File: config.mk
export PLATFORM = sky130hd
export DESIGN_NAME = acc_top
export DESIGN_NICKNAME = d
export VERILOG_FILES = /design/src/hdl/acc_pkg.sv /design/src/hdl/acc_top.sv /design/src/hdl/acc_sync_edge.sv
export VERILOG_INCLUDE_DIRS = /design/src /design/src/hdl
export SDC_FILE = /design/constraint.sdc
export NUM_CORES = 1
export LEC_CHECK = 0
export ABC_AREA = 1
export BUFFER_PORTS_ARGS = -buffer_cell sky130_fd_sc_hd__buf_4
export CORE_ASPECT_RATIO = 1.1
export CORE_MARGIN = 1
export CORE_UTILIZATION = 42
export CTS_BUF_LIST = sky130_fd_sc_hd__clkbuf_4
export CTS_CLUSTER_SIZE = 40
export DETAILED_ROUTE_END_ITERATION = 8
export PLACE_DENSITY = 0.81
export SYNTH_ARGS = -nofsm -noshare
export SYNTH_HDL_FRONTEND = slang
export SYNTH_HIERARCHICAL = 1
export SYNTH_SLANG_ARGS = --single-unit
export TNS_END_PERCENT = 100
File: constraint.sdc
create_clock -name clk_sys -period 1.1 [get_ports clk_sys]
set_input_delay 0.055 -clock clk_sys [delete_from_list [all_inputs] [get_ports clk_sys]]
set_output_delay 0.055 -clock clk_sys [all_outputs]
set_load 0.05 [all_outputs]
File: src/hdl/acc_params.svh
// Offsets, field positions, reset values and codes of the analog comparator control block.
// Behaviour
// - Result high when positive input exceeds negative
// - Mux on, converter off: channel picks pin
// - Otherwise negative input is dedicated pin
// - Mux enable is bit 3; bit 4 reads zero
// - Disable bit 7 powers comparator down
// - Bandgap bit 6 replaces positive input
// - Output synchronised, one to two cycles late
// - Flag bit 4 set on matching event
// - Flag cleared when interrupt vector executes
// - Write one clears flag, zero keeps
// - Request needs enable bit and global enable
// - Capture bit 2 routes output to timer
// - Mode: toggle, reserved, falling, rising
// - Converter enable frees or claims the mux
`ifndef ACC_PARAMS_SVH
`define ACC_PARAMS_SVH

// Register byte addresses on the AXI4-Lite bus.
`define ACC_SFR_ADDR 4'h0
`define ACC_CCR_ADDR 4'h4
`define ACC_EXT_ADDR 4'h8

// Special function register fields.
`define ACC_SFR_RO_BIT 4
`define ACC_SFR_MUXEN_BIT 3
`define ACC_SFR_RESET 8'h00

// Comparator control register fields.
`define ACC_CCR_DIS_BIT 7
`define ACC_CCR_BG_BIT 6
`define ACC_CCR_OUT_BIT 5
`define ACC_CCR_FLAG_BIT 4
`define ACC_CCR_IE_BIT 3
`define ACC_CCR_CAP_BIT 2
`define ACC_CCR_RESET 8'h00

// Converter and processor side register fields.
`define ACC_EXT_CEN_BIT 0
`define ACC_EXT_CH_LSB 1
`define ACC_EXT_GIE_BIT 4

// Interrupt mode codes.
`define ACC_MODE_TOGGLE 2'h0
`define ACC_MODE_RESERVED 2'h1
`define ACC_MODE_FALL 2'h2
`define ACC_MODE_RISE 2'h3

// AXI response codes.
`define ACC_RESP_OKAY 2'h0
`define ACC_RESP_SLVERR 2'h2

`endif

File: src/hdl/acc_pkg.sv
// Types shared by the analog comparator control block.
package acc_pkg;

	// Controls handed to the analog comparator stage.
	typedef struct packed {
		logic powerDown;
		logic bandgapSel;
		logic negMuxSel;
		logic [2:0] negChannel;
	} acc_ana_ctrl_t;

	// Bus slave channel states.
	typedef enum logic [1:0] {ACC_IDLE, ACC_TAKE, ACC_RESP} acc_bus_state_t;

endpackage : acc_pkg

File: src/hdl/acc_top.sv
// Control logic around the analog comparator, with its AXI4-Lite register slave.
//
// Our own choices: the register addresses and the AXI4-Lite register port.
`timescale 1ns/1ps
`include "acc_params.svh"
module acc_top
	import acc_pkg::*;
(
	input wire logic clk_sys,
	input wire logic reset,
	input wire logic [3:0] s_axi_awaddr,
	input wire logic s_axi_awvalid,
	output logic s_axi_awready,
	input wire logic [31:0] s_axi_wdata,
	input wire logic [3:0] s_axi_wstrb,
	input wire logic s_axi_wvalid,
	output logic s_axi_wready,
	output logic [1:0] s_axi_bresp,
	output logic s_axi_bvalid,
	input wire logic s_axi_bready,
	input wire logic [3:0] s_axi_araddr,
	input wire logic s_axi_arvalid,
	output logic s_axi_arready,
	output logic [31:0] s_axi_rdata,
	output logic [1:0] s_axi_rresp,
	output logic s_axi_rvalid,
	input wire logic s_axi_rready,
	input wire logic cmpRaw,
	input wire logic irqVectorAck,
	output acc_ana_ctrl_t anaCtrl_r,
	output logic captureOut_r,
	output logic irqReq_r
);

	////////////////////////////////////////////////////////////////////////////////
	// Declarations.

	acc_bus_state_t wrState_r;
	acc_bus_state_t rdState_r;
	logic [7:0] sfr_r;
	logic cmpDisable_r;
	logic bandgap_r;
	logic irqFlag_r;
	logic irqEnable_r;
	logic captureEn_r;
	logic [1:0] irqMode_r;
	logic convEnable_r;
	logic [2:0] chanSel_r;
	logic globalIe_r;
	logic compResult;
	logic edgeEvent;
	logic wrFire;
	logic rdFire;
	logic wrLow;
	logic flagClear;
	logic [7:0] ccrView;
	logic [31:0] readWord;

	// Decode shared by the read and the write channel.
	function automatic logic isMapped(input logic [3:0] addr);
		isMapped = (addr == `ACC_SFR_ADDR) || (addr == `ACC_CCR_ADDR) || (addr == `ACC_EXT_ADDR);
	endfunction : isMapped

	////////////////////////////////////////////////////////////////////////////////
	// Comparator output path.

	// The analog stage drives cmpRaw high while the chosen positive input is above the negative one.
	acc_sync_edge u_sync (
		.clk_sys(clk_sys),
		.reset(reset),
		.rawIn(cmpRaw),
		.irqMode(irqMode_r),
		.syncOut(compResult),
		.edgeEvent(edgeEvent)
	);

	////////////////////////////////////////////////////////////////////////////////
	// Write channel.

	// Address and data are taken together, so a write never half-lands.
	assign wrFire = s_axi_awready & s_axi_awvalid & s_axi_wvalid;
	// Only byte lane zero carries register bits; other lanes are ignored.
	assign wrLow = wrFire & s_axi_wstrb[0];

	// Write handshake sequencer.
	always_ff @(posedge clk_sys)
	begin
		if (reset)
		begin
			wrState_r <= ACC_IDLE;
			s_axi_awready <= 1'b0;
			s_axi_wready <= 1'b0;
			s_axi_bvalid <= 1'b0;
			s_axi_bresp <= `ACC_RESP_OKAY;
		end
		else
		begin
			case (wrState_r)
				ACC_IDLE:
				begin
					if (s_axi_awvalid && s_axi_wvalid)
					begin
						s_axi_awready <= 1'b1;
						s_axi_wready <= 1'b1;
						wrState_r <= ACC_TAKE;
					end
				end
				ACC_TAKE:
				begin
					if (wrFire)
					begin
						s_axi_awready <= 1'b0;
						s_axi_wready <= 1'b0;
						s_axi_bvalid <= 1'b1;
						s_axi_bresp <= isMapped(s_axi_awaddr) ? `ACC_RESP_OKAY : `ACC_RESP_SLVERR;
						wrState_r <= ACC_RESP;
					end
				end
				ACC_RESP:
				begin
					if (s_axi_bready)
					begin
						s_axi_bvalid <= 1'b0;
						wrState_r <= ACC_IDLE;
					end
				end
				default:
				begin
					s_axi_awready <= 1'b0;
					s_axi_wready <= 1'b0;
					s_axi_bvalid <= 1'b0;
					wrState_r <= ACC_IDLE;
				end
			endcase
		end
	end

	////////////////////////////////////////////////////////////////////////////////
	// Registers written by software.

	// Special function register; bit 4 is read-only zero and never stored.
	always_ff @(posedge clk_sys)
	begin
		if (reset)
			sfr_r <= `ACC_SFR_RESET;
		else if (wrLow && s_axi_awaddr == `ACC_SFR_ADDR)
		begin
			sfr_r <= s_axi_wdata[7:0];
			sfr_r[`ACC_SFR_RO_BIT] <= 1'b0;
		end
	end

	// Comparator control fields; mode and disable changes are not guarded here, software must mask first.
	always_ff @(posedge clk_sys)
	begin
		if (reset)
		begin
			cmpDisable_r <= 1'b0;
			bandgap_r <= 1'b0;
			irqEnable_r <= 1'b0;
			captureEn_r <= 1'b0;
			irqMode_r <= `ACC_MODE_TOGGLE;
		end
		else if (wrLow && s_axi_awaddr == `ACC_CCR_ADDR)
		begin
			cmpDisable_r <= s_axi_wdata[`ACC_CCR_DIS_BIT];
			bandgap_r <= s_axi_wdata[`ACC_CCR_BG_BIT];
			irqEnable_r <= s_axi_wdata[`ACC_CCR_IE_BIT];
			captureEn_r <= s_axi_wdata[`ACC_CCR_CAP_BIT];
			irqMode_r <= s_axi_wdata[1:0];
		end
	end

	// Converter enable, channel select and processor global enable, mirrored here.
	always_ff @(posedge clk_sys)
	begin
		if (reset)
		begin
			convEnable_r <= 1'b0;
			chanSel_r <= 3'h0;
			globalIe_r <= 1'b0;
		end
		else if (wrLow && s_axi_awaddr == `ACC_EXT_ADDR)
		begin
			convEnable_r <= s_axi_wdata[`ACC_EXT_CEN_BIT];
			chanSel_r <= s_axi_wdata[`ACC_EXT_CH_LSB +: 3];
			globalIe_r <= s_axi_wdata[`ACC_EXT_GIE_BIT];
		end
	end

	////////////////////////////////////////////////////////////////////////////////
	// Interrupt flag and request.

	// Clear by a one written to the flag, or by the vector being taken.
	assign flagClear = (wrLow && s_axi_awaddr == `ACC_CCR_ADDR && s_axi_wdata[`ACC_CCR_FLAG_BIT])
		|| irqVectorAck;

	// A new event in the clearing cycle wins, so no edge is ever lost.
	always_ff @(posedge clk_sys)
	begin
		if (reset)
			irqFlag_r <= 1'b0;
		else if (edgeEvent)
			irqFlag_r <= 1'b1;
		else if (flagClear)
			irqFlag_r <= 1'b0;
	end

	// The request follows the flag one cycle later, gated by both enables.
	always_ff @(posedge clk_sys)
	begin
		if (reset)
			irqReq_r <= 1'b0;
		else
			irqReq_r <= irqFlag_r & irqEnable_r & globalIe_r;
	end

	////////////////////////////////////////////////////////////////////////////////
	// Analog stage controls and capture route.

	// Negative input goes to the channel mux only while the converter leaves it free.
	always_ff @(posedge clk_sys)
	begin
		if (reset)
			anaCtrl_r <= '0;
		else
		begin
			anaCtrl_r.powerDown <= cmpDisable_r;
			anaCtrl_r.bandgapSel <= bandgap_r;
			anaCtrl_r.negMuxSel <= sfr_r[`ACC_SFR_MUXEN_BIT] & ~convEnable_r;
			anaCtrl_r.negChannel <= chanSel_r;
		end
	end

	// Synchronised result goes to the timer front end; its noise canceller does the filtering.
	always_ff @(posedge clk_sys)
	begin
		if (reset)
			captureOut_r <= 1'b0;
		else
			captureOut_r <= captureEn_r & compResult;
	end

	////////////////////////////////////////////////////////////////////////////////
	// Read channel.

	// Comparator control view with the live synchronised result.
	assign ccrView = {cmpDisable_r, bandgap_r, compResult, irqFlag_r,
		irqEnable_r, captureEn_r, irqMode_r};

	// Read multiplexer; unmapped words read as zero.
	always_comb
	begin
		readWord = 32'h0000_0000;
		case (s_axi_araddr)
			`ACC_SFR_ADDR: readWord[7:0] = sfr_r;
			`ACC_CCR_ADDR: readWord[7:0] = ccrView;
			`ACC_EXT_ADDR: readWord[4:0] = {globalIe_r, chanSel_r, convEnable_r};
			default: readWord = 32'h0000_0000;
		endcase
	end

	assign rdFire = s_axi_arready & s_axi_arvalid;

	// Read handshake sequencer.
	always_ff @(posedge clk_sys)
	begin
		if (reset)
		begin
			rdState_r <= ACC_IDLE;
			s_axi_arready <= 1'b0;
			s_axi_rvalid <= 1'b0;
			s_axi_rdata <= 32'h0000_0000;
			s_axi_rresp <= `ACC_RESP_OKAY;
		end
		else
		begin
			case (rdState_r)
				ACC_IDLE:
				begin
					if (s_axi_arvalid)
					begin
						s_axi_arready <= 1'b1;
						rdState_r <= ACC_TAKE;
					end
				end
				ACC_TAKE:
				begin
					if (rdFire)
					begin
						s_axi_arready <= 1'b0;
						s_axi_rvalid <= 1'b1;
						s_axi_rdata <= readWord;
						s_axi_rresp <= isMapped(s_axi_araddr) ? `ACC_RESP_OKAY : `ACC_RESP_SLVERR;
						rdState_r <= ACC_RESP;
					end
				end
				ACC_RESP:
				begin
					if (s_axi_rready)
					begin
						s_axi_rvalid <= 1'b0;
						rdState_r <= ACC_IDLE;
					end
				end
				default:
				begin
					s_axi_arready <= 1'b0;
					s_axi_rvalid <= 1'b0;
					rdState_r <= ACC_IDLE;
				end
			endcase
		end
	end
endmodule : acc_top

File: src/hdl/acc_sync_edge.sv
// Synchroniser and edge detector for the raw comparator output.
`timescale 1ns/1ps
`include "acc_params.svh"
module acc_sync_edge
	import acc_pkg::*;
(
	input wire logic clk_sys,
	input wire logic reset,
	input wire logic rawIn,
	input wire logic [1:0] irqMode,
	output logic syncOut,
	output logic edgeEvent
);
	logic meta_r;
	logic prev_r;
	logic [1:0] settle_r;

	// Two flops; only the second one is looked at by anything else.
	always_ff @(posedge clk_sys)
	begin
		if (reset)
		begin
			meta_r <= 1'b0;
			syncOut <= 1'b0;
		end
		else
		begin
			meta_r <= rawIn;
			syncOut <= meta_r;
		end
	end

	// Previous synchronised value, kept for edge detection.
	always_ff @(posedge clk_sys)
	begin
		if (reset)
			prev_r <= 1'b0;
		else
			prev_r <= syncOut;
	end

	// Mode decode; the reserved code yields no event so stray writes stay silent.
	always_comb
	begin
		case (irqMode)
			`ACC_MODE_TOGGLE: edgeEvent = syncOut ^ prev_r;
			`ACC_MODE_FALL: edgeEvent = ~syncOut & prev_r;
			`ACC_MODE_RISE: edgeEvent = syncOut & ~prev_r;
			default: edgeEvent = 1'b0;
		endcase
	end

	// Settling counter so the delay check never looks back into reset.
	always_ff @(posedge clk_sys)
	begin
		if (reset)
			settle_r <= 2'h0;
		else if (settle_r != 2'h3)
			settle_r <= settle_r + 2'h1;
	end
endmodule : acc_sync_edge

==> flow_metrics.py, run 1 <==
metrics = {
    "critical_path": {
        "cp.required_ns": 1.37,
        "worstSetupEndpointType": "flip-flop",
        "crit_fanout": 8,
        "cp-start-kind": "flip-flop",
        "path_class": "reg2reg",
        "cp.arrival_ns": 1.37,
    },
    "synthesis": {
        "yosys.area.top_type": "dfxtp_1",
        "synth.distinct_cells": 22,
        "netlist_instances": 300,
        "synth_ff_type": "dfxtp_1",
        "ys_warn_count": 6,
        "yosysMostFrequentCell": "nor2_1",
        "netlist_area_mm2": 0.002188,
        "ys_async_sr_fraction_pct": 0,
        "synth_seq_area_share_pct": 43.91,
        "synth-seq-cells": 48,
        "synth_top_area_share_pct": 43.91,
        "synth_area_leaders": "dfxtp_1, nor2_1, buf_4",
        "synth_common_cells": "nor2_1, dfxtp_1, nand2_1, inv_1, nand3_1",
        "syn_avg_cell_area_um2": 7.294,
        "synth_edf_count": 0,
    },
    "finish": {
        "fin_nets": 425,
        "nFillCells": 469,
        "finalNonFillerCells": 429,
        "diodes": 0,
        "layout-drive-gt1-share_pct": 24.53,
        "syn2layout_area_growth_pct": 29.62,
        "seq_area_um2": 969.7,
        "multi_input_area_mm2": 0.001006,
    },
    "placed_design": {
        "place.gp.congestion": 0.7810,
        "place_inst": 404,
        "place.port_buffers": 48,
        "hpwlAfterDp_um": 3260,
    },
    "timing": {
        "maxSlewViolCount": 0,
        "post-route-min-period_ns": 1.103,
        "fin_skew_ns": 0.01180,
        "rsz0062_at_grt": "yes",
        "setup_viol": 2,
        "final_hold_viol_count": 0,
        "fin_ws_ns": -0.002958,
        "fmax_ghz": 0.9067,
        "period_share_pct": 100.3,
    },
    "cts": {
        "clk_pin_slew_ns": 0.13,
        "cts_buffer_depth": 2,
        "cts_max_level": 2,
        "numCtsBuffers": 5,
        "insertion_delay_ns": 0.36,
        "cts_sinks": 48,
        "root_buffer": "clkbuf_4",
        "cts_tree": "done",
    },
    "global_routing": {
        "track_usage_pct": 17.15,
        "grt_antenna_before_repair": 0,
        "overflow": 0,
        "grt_max_degree": 26,
        "grt_pass1_vias": 1784,
        "grt_pass1_wl_um": 7507,
    },
    "drt": {
        "drt_pass1_iterations": 8,
        "vias_per_cell": 4.622,
        "detail_route.iter0.violations": 117,
        "route.vias.total": 1983,
        "ant_nets": 0,
        "drc": 0,
        "wire_per_inst_um": 10.53,
        "wirelength_um": 4519,
    },
    "run_status": {
        "status": "complete, but fails checks",
        "violations": "negative setup slack",
    },
    "die": {
        "dieWidth_um": 70.83,
        "core.rowCount": 27,
        "dieHeight_um": 77.71,
        "io_pins": 102,
        "die_area_mm2": 0.005503,
        "start_util_pct": 43.77,
        "coreArea_mm2": 0.005000,
    },
    "power_and_ir_drop": {
        "p_total_w": 0.003204,
        "p_leak_nw": 1.283,
        "power_density_mw_per_mm2": 1130,
        "ir_drop_v": 0.0003953,
    },
    "flow_run": {
        "max-cap-violations": 0,
    },
    "worst_hold_path": {
        "hold_path_class": "in2reg",
    },
}
==> timing repair <==
| item | CTS | global route |
|---|---|---|
| endpoints found under the setup margin | 9 | 33 |
| endpoints found under the hold margin | 24 | 1 |
| setup buffers | 0 | 1 |
| gates resized for setup | 7 | 17 |
| hold buffers | 15 | 1 |
| pin swaps | 0 | 1 |
==> layer usage <==
layer	vias up	global-route usage (%)	routed length, um
met5	-	0	0
met4	0	6.600	70
met3	5	4.026	227
met2	57	30.67	2301
met1	888	19.61	1920
li1	1033	-	-
==> final timing paths <==
path	depth (start not counted)	from	slack [ns]	to
setup reg to reg	5	s_axi_wready	-0.003	sfr_r[6]
hold / removal	4	s_axi_awvalid	0.06	wrState_r[0]
hold reg to reg	2	u_sync/meta_r	0.41	u_sync/syncOut
setup / recovery	5	s_axi_wready	-0.003	sfr_r[6]
==> registers in the layout (all words and copies together) (netlist names), 2 cells and up <==
register / count
irqMode_r: 2
anaCtrl_r: 6
sfr_r: 7
chanSel_r: 3
s_axi_rdata: 8
wrState_r: 2
rdState_r: 2
==> worst max-delay path: stages, from the launching register on <==
cell and delay (ns):
dfxtp_4 0.39, nand3_4 0.09, nor2_4 0.14, nand2_2 0.15, o21ai_0 0.19, nor2_1 0.05
==> area by class of cell <==
cell class	count	share of cell area (%)
Multi-Input combinational cell	210	35.47
Timing Repair Buffer	71	21.09
Sequential cell	48	34.19
Clock buffer	7	1.853
Clock inverter	1	0.1764
Tap cell	58	2.558
Inverter	34	4.676
==> cell usage in the layout (no fill, tap or decap) <==
cell and instances:
nor2_4 2, nand3_4 1, nor3_1 4, o21ai_2 1, clkbuf_4 7, inv_4 2, nand2_2 4, nand3_1 27
nand3b_1 2, dlygate4sd3_1 16, ha_1 1, inv_1 27, conb_1 26, buf_4 53, nand3_2 2, dfxtp_1 45
nand2_1 31, nor3_4 1, nand2_4 1, dfxtp_2 1, dfxtp_4 2, o21ai_1 9, a21oi_2 1, ha_4 1
a21oi_1 18, inv_2 5, nor2_2 4, nor2_1 61, buf_12 2, o21ai_0 13, clkinv_2 1
==> report_power, final <==
| part | switching (W) | internal [W] | leakage (nW) |
|---|---|---|---|
| sequential | 0.0000201 | 0.00177 | 0.390 |
| clock | 0.000512 | 0.000299 | 0.0361 |
| combinational | 0.000417 | 0.000190 | 0.857 |
| total | 0.000949 | 0.00225 | 1.28 |
==> kinds of logic after synthesis <==
| family | synth area share [%] |
|---|---|
| DFF | 43.91 |
| buffers and inverters | 16.64 |
| and+or+nand+nor | 28.36 |
| AOI/OAI and AO/OA | 9.777 |
| adders and majority gates | 1.143 |
| other | 0.1714 |
==> metrics by stage <==
| step | hold WS (ns) | instance area [um^2] | TNS, ns | utilization, % | setup WS, ns |
|---|---|---|---|---|---|
| after global routing | 0.06732 | 2836 | -1.327 | 56.73 | -0.08571 |
| after detailed placement | 0.2641 | 2571 | 0 | 51.43 | 0.008654 |
| after CTS | 0.003827 | 2795 | -0.05517 | 55.91 | -0.01882 |
| after global placement | 0.2635 | 2571 | 0 | 51.43 | 0.03725 |
| after floorplan | 0.1262 | 2305 | -0.002426 | - | -0.001331 |
| final | 0.05862 | 2836 | -0.003360 | 56.73 | -0.002958 |
No activity file was read; power rests on OpenSTA's default activity.
==> run 2: changes to the inputs <==
Settings changed: CORE_UTILIZATION 42 to 35, PLACE_DENSITY 0.81 to 0.7.
==> run 2 against run 1 <==
Against the previous run: the flow still finishes with violations (negative setup slack); utilization fell by 6.2 points; clock skew rose by 0.0034 ns; via count rose by 0.66%; non-clock buffer count rose by 3; clock power rose by 27%; first-iteration DRC count fell by 49%; combinational power rose by 2%; total power rose by 7.3%; routed wire length rose by 4.4%; die area rose by 19%; critical path type unchanged; highest routed layer unchanged.
==> flow_metrics.py, run 2 (synthesized netlist as in run 1, its figures left out) <==
metrics = {
    "drt": {
        "drc": 0,
        "vias_per_cell": 4.426,
        "route.vias.total": 1996,
        "wire_per_inst_um": 10.46,
        "ant_nets": 0,
        "wirelength_um": 4716,
        "detail_route.iter0.violations": 60,
        "drt_pass1_iterations": 4,
    },
    "finish": {
        "fin_nets": 428,
        "largest_register": "s_axi_rdata",
        "final_cell_area_mm2": 0.002990,
        "multi_input_area_mm2": 0.001061,
        "nFillCells": 590,
        "seq_area_um2": 970.9,
        "final_cell_mix": "nor2_1, buf_4, dfxtp_1, nand2_1",
        "post-route-util_pct": 50.56,
        "diodes": 0,
        "reg_top3": "s_axi_rdata: 8 flops, sfr_r: 7 flops, anaCtrl_r: 6 flops",
        "syn2layout_area_growth_pct": 36.65,
        "layout-drive-gt1-share_pct": 28.34,
        "largest_register_ffs": 8,
        "layout_commonest_cell": "nor2_1",
    },
    "die": {
        "die_area_mm2": 0.006573,
        "start_util_pct": 37.00,
        "dieWidth_um": 77.39,
        "core.rowCount": 29,
        "coreArea_mm2": 0.005914,
        "dieHeight_um": 84.93,
        "io_pins": 102,
    },
    "timing": {
        "fin_ws_ns": -0.02958,
        "post-route-min-period_ns": 1.130,
        "fin_skew_ns": 0.01517,
        "hold_ws_ns": 0.02882,
        "period_share_pct": 102.7,
        "maxSlewViolCount": 0,
        "setup_viol": 12,
        "final_hold_viol_count": 0,
        "rsz0062_at_grt": "yes",
        "fmax_ghz": 0.8853,
        "fin_setup_tns_ns": -0.1343,
    },
    "cts": {
        "root_buffer": "clkbuf_4",
        "numCtsBuffers": 5,
        "insertion_delay_ns": 0.36,
        "cts_max_level": 2,
        "cts_tree": "done",
        "clk_pin_slew_ns": 0.14,
        "cts_sinks": 48,
        "cts_buffer_depth": 2,
    },
    "global_routing": {
        "grt_pass1_wl_um": 7845,
        "overflow": 0,
        "track_usage_pct": 14.69,
        "grt_max_degree": 26,
        "grt_pass1_vias": 1799,
        "grt_antenna_before_repair": 0,
    },
    "critical_path": {
        "cp.arrival_ns": 1.42,
        "rrSetupSlack_ns": -0.03,
        "cp.required_ns": 1.39,
        "worstSetupEndpointType": "flip-flop",
        "cp-start-kind": "flip-flop",
        "path_class": "reg2reg",
        "crit_fanout": 7,
        "r2r_cells": 7,
    },
    "run_status": {
        "violations": "negative setup slack",
        "status": "complete, but fails checks",
    },
    "placed_design": {
        "place.gp.congestion": 0.7780,
        "hpwlAfterDp_um": 3407,
        "dp_slack_ns": 0.005503,
        "dpl-instance-area_mm2": 0.002595,
        "place.port_buffers": 48,
    },
    "worst_hold_path": {
        "hold_path_class": "in2reg",
        "hold_depth": 4,
    },
    "flow_run": {
        "max-cap-violations": 0,
    },
    "power_and_ir_drop": {
        "p_leak_nw": 1.369,
        "power_density_mw_per_mm2": 1149,
        "ir_drop_v": 0.0004733,
    },
}
-- run 2: cell count changes in the layout (fill, tap and decap cells not counted), moves of 2 or more --
cell,delta
a21oi_1,-3
a21oi_2,+3
buf_6,+3
inv_4,-2
nand2_1,-2
nand2_4,+3
nor2_1,-6
nor2_2,+4
nor2_4,+2
o21ai_0,-4
o21ai_1,+3
-- run 2: layout make-up --
cell class | instances | area share [%]
Inverter | 34 | 4.519
Timing Repair Buffer | 74 | 21.63
Clock inverter | 2 | 1.172
Sequential cell | 48 | 32.47
Clock buffer | 6 | 1.506
Multi-Input combinational cell | 210 | 35.48
Tap cell | 77 | 3.222
-- run 2: final timing paths --
path,endpoint,startpoint
setup / recovery,s_axi_rvalid,s_axi_arready
hold / removal,irqFlag_r,irqVectorAck
hold reg to reg,u_sync/syncOut,u_sync/meta_r
setup reg to reg,s_axi_rvalid,s_axi_arready
-- run 2: power by group --
part | internal [W] | switching [W]
clock | 0.000502 | 0.000531
sequential | 0.00177 | 0.0000193
combinational | 0.000197 | 0.000423
total | 0.00246 | 0.000973
-- run 2: routing by layer --
| layer | GRT usage, % | routed length, um |
|---|---|---|
| met5 | 0 | 0 |
| met4 | 4.803 | 63 |
| met3 | 3.333 | 194 |
| met2 | 25.74 | 2335 |
| met1 | 17.67 | 2122 |
-- run 2: metrics by stage --
| step | total power (W) | cells |
|---|---|---|
| after floorplan | 0.002282 | 325 |
| after global placement | 0.002362 | 423 |
| after detailed placement | 0.002368 | 423 |
| after CTS | 0.003436 | 446 |
| after global routing | 0.003603 | 451 |
| final | 0.003437 | 451 |
-- run 2: critical path: stages (launching register included) --
cell	delay [ns]
dfxtp_4	0.39
nand2_4	0.06
nor3_4	0.15
buf_6	0.14
buf_12	0.11
buf_6	0.09
o21ai_2	0.04
a21oi_1	0.10
-- run 2: timing repair --
item                       CTS  global route
hold buffers                15             0
pin swaps                    0             5
hold endpoints to repair    24             0
buffers inserted             0             4
gates cloned                 0             1
setup endpoints to repair   11            32
gates resized for setup      2            46
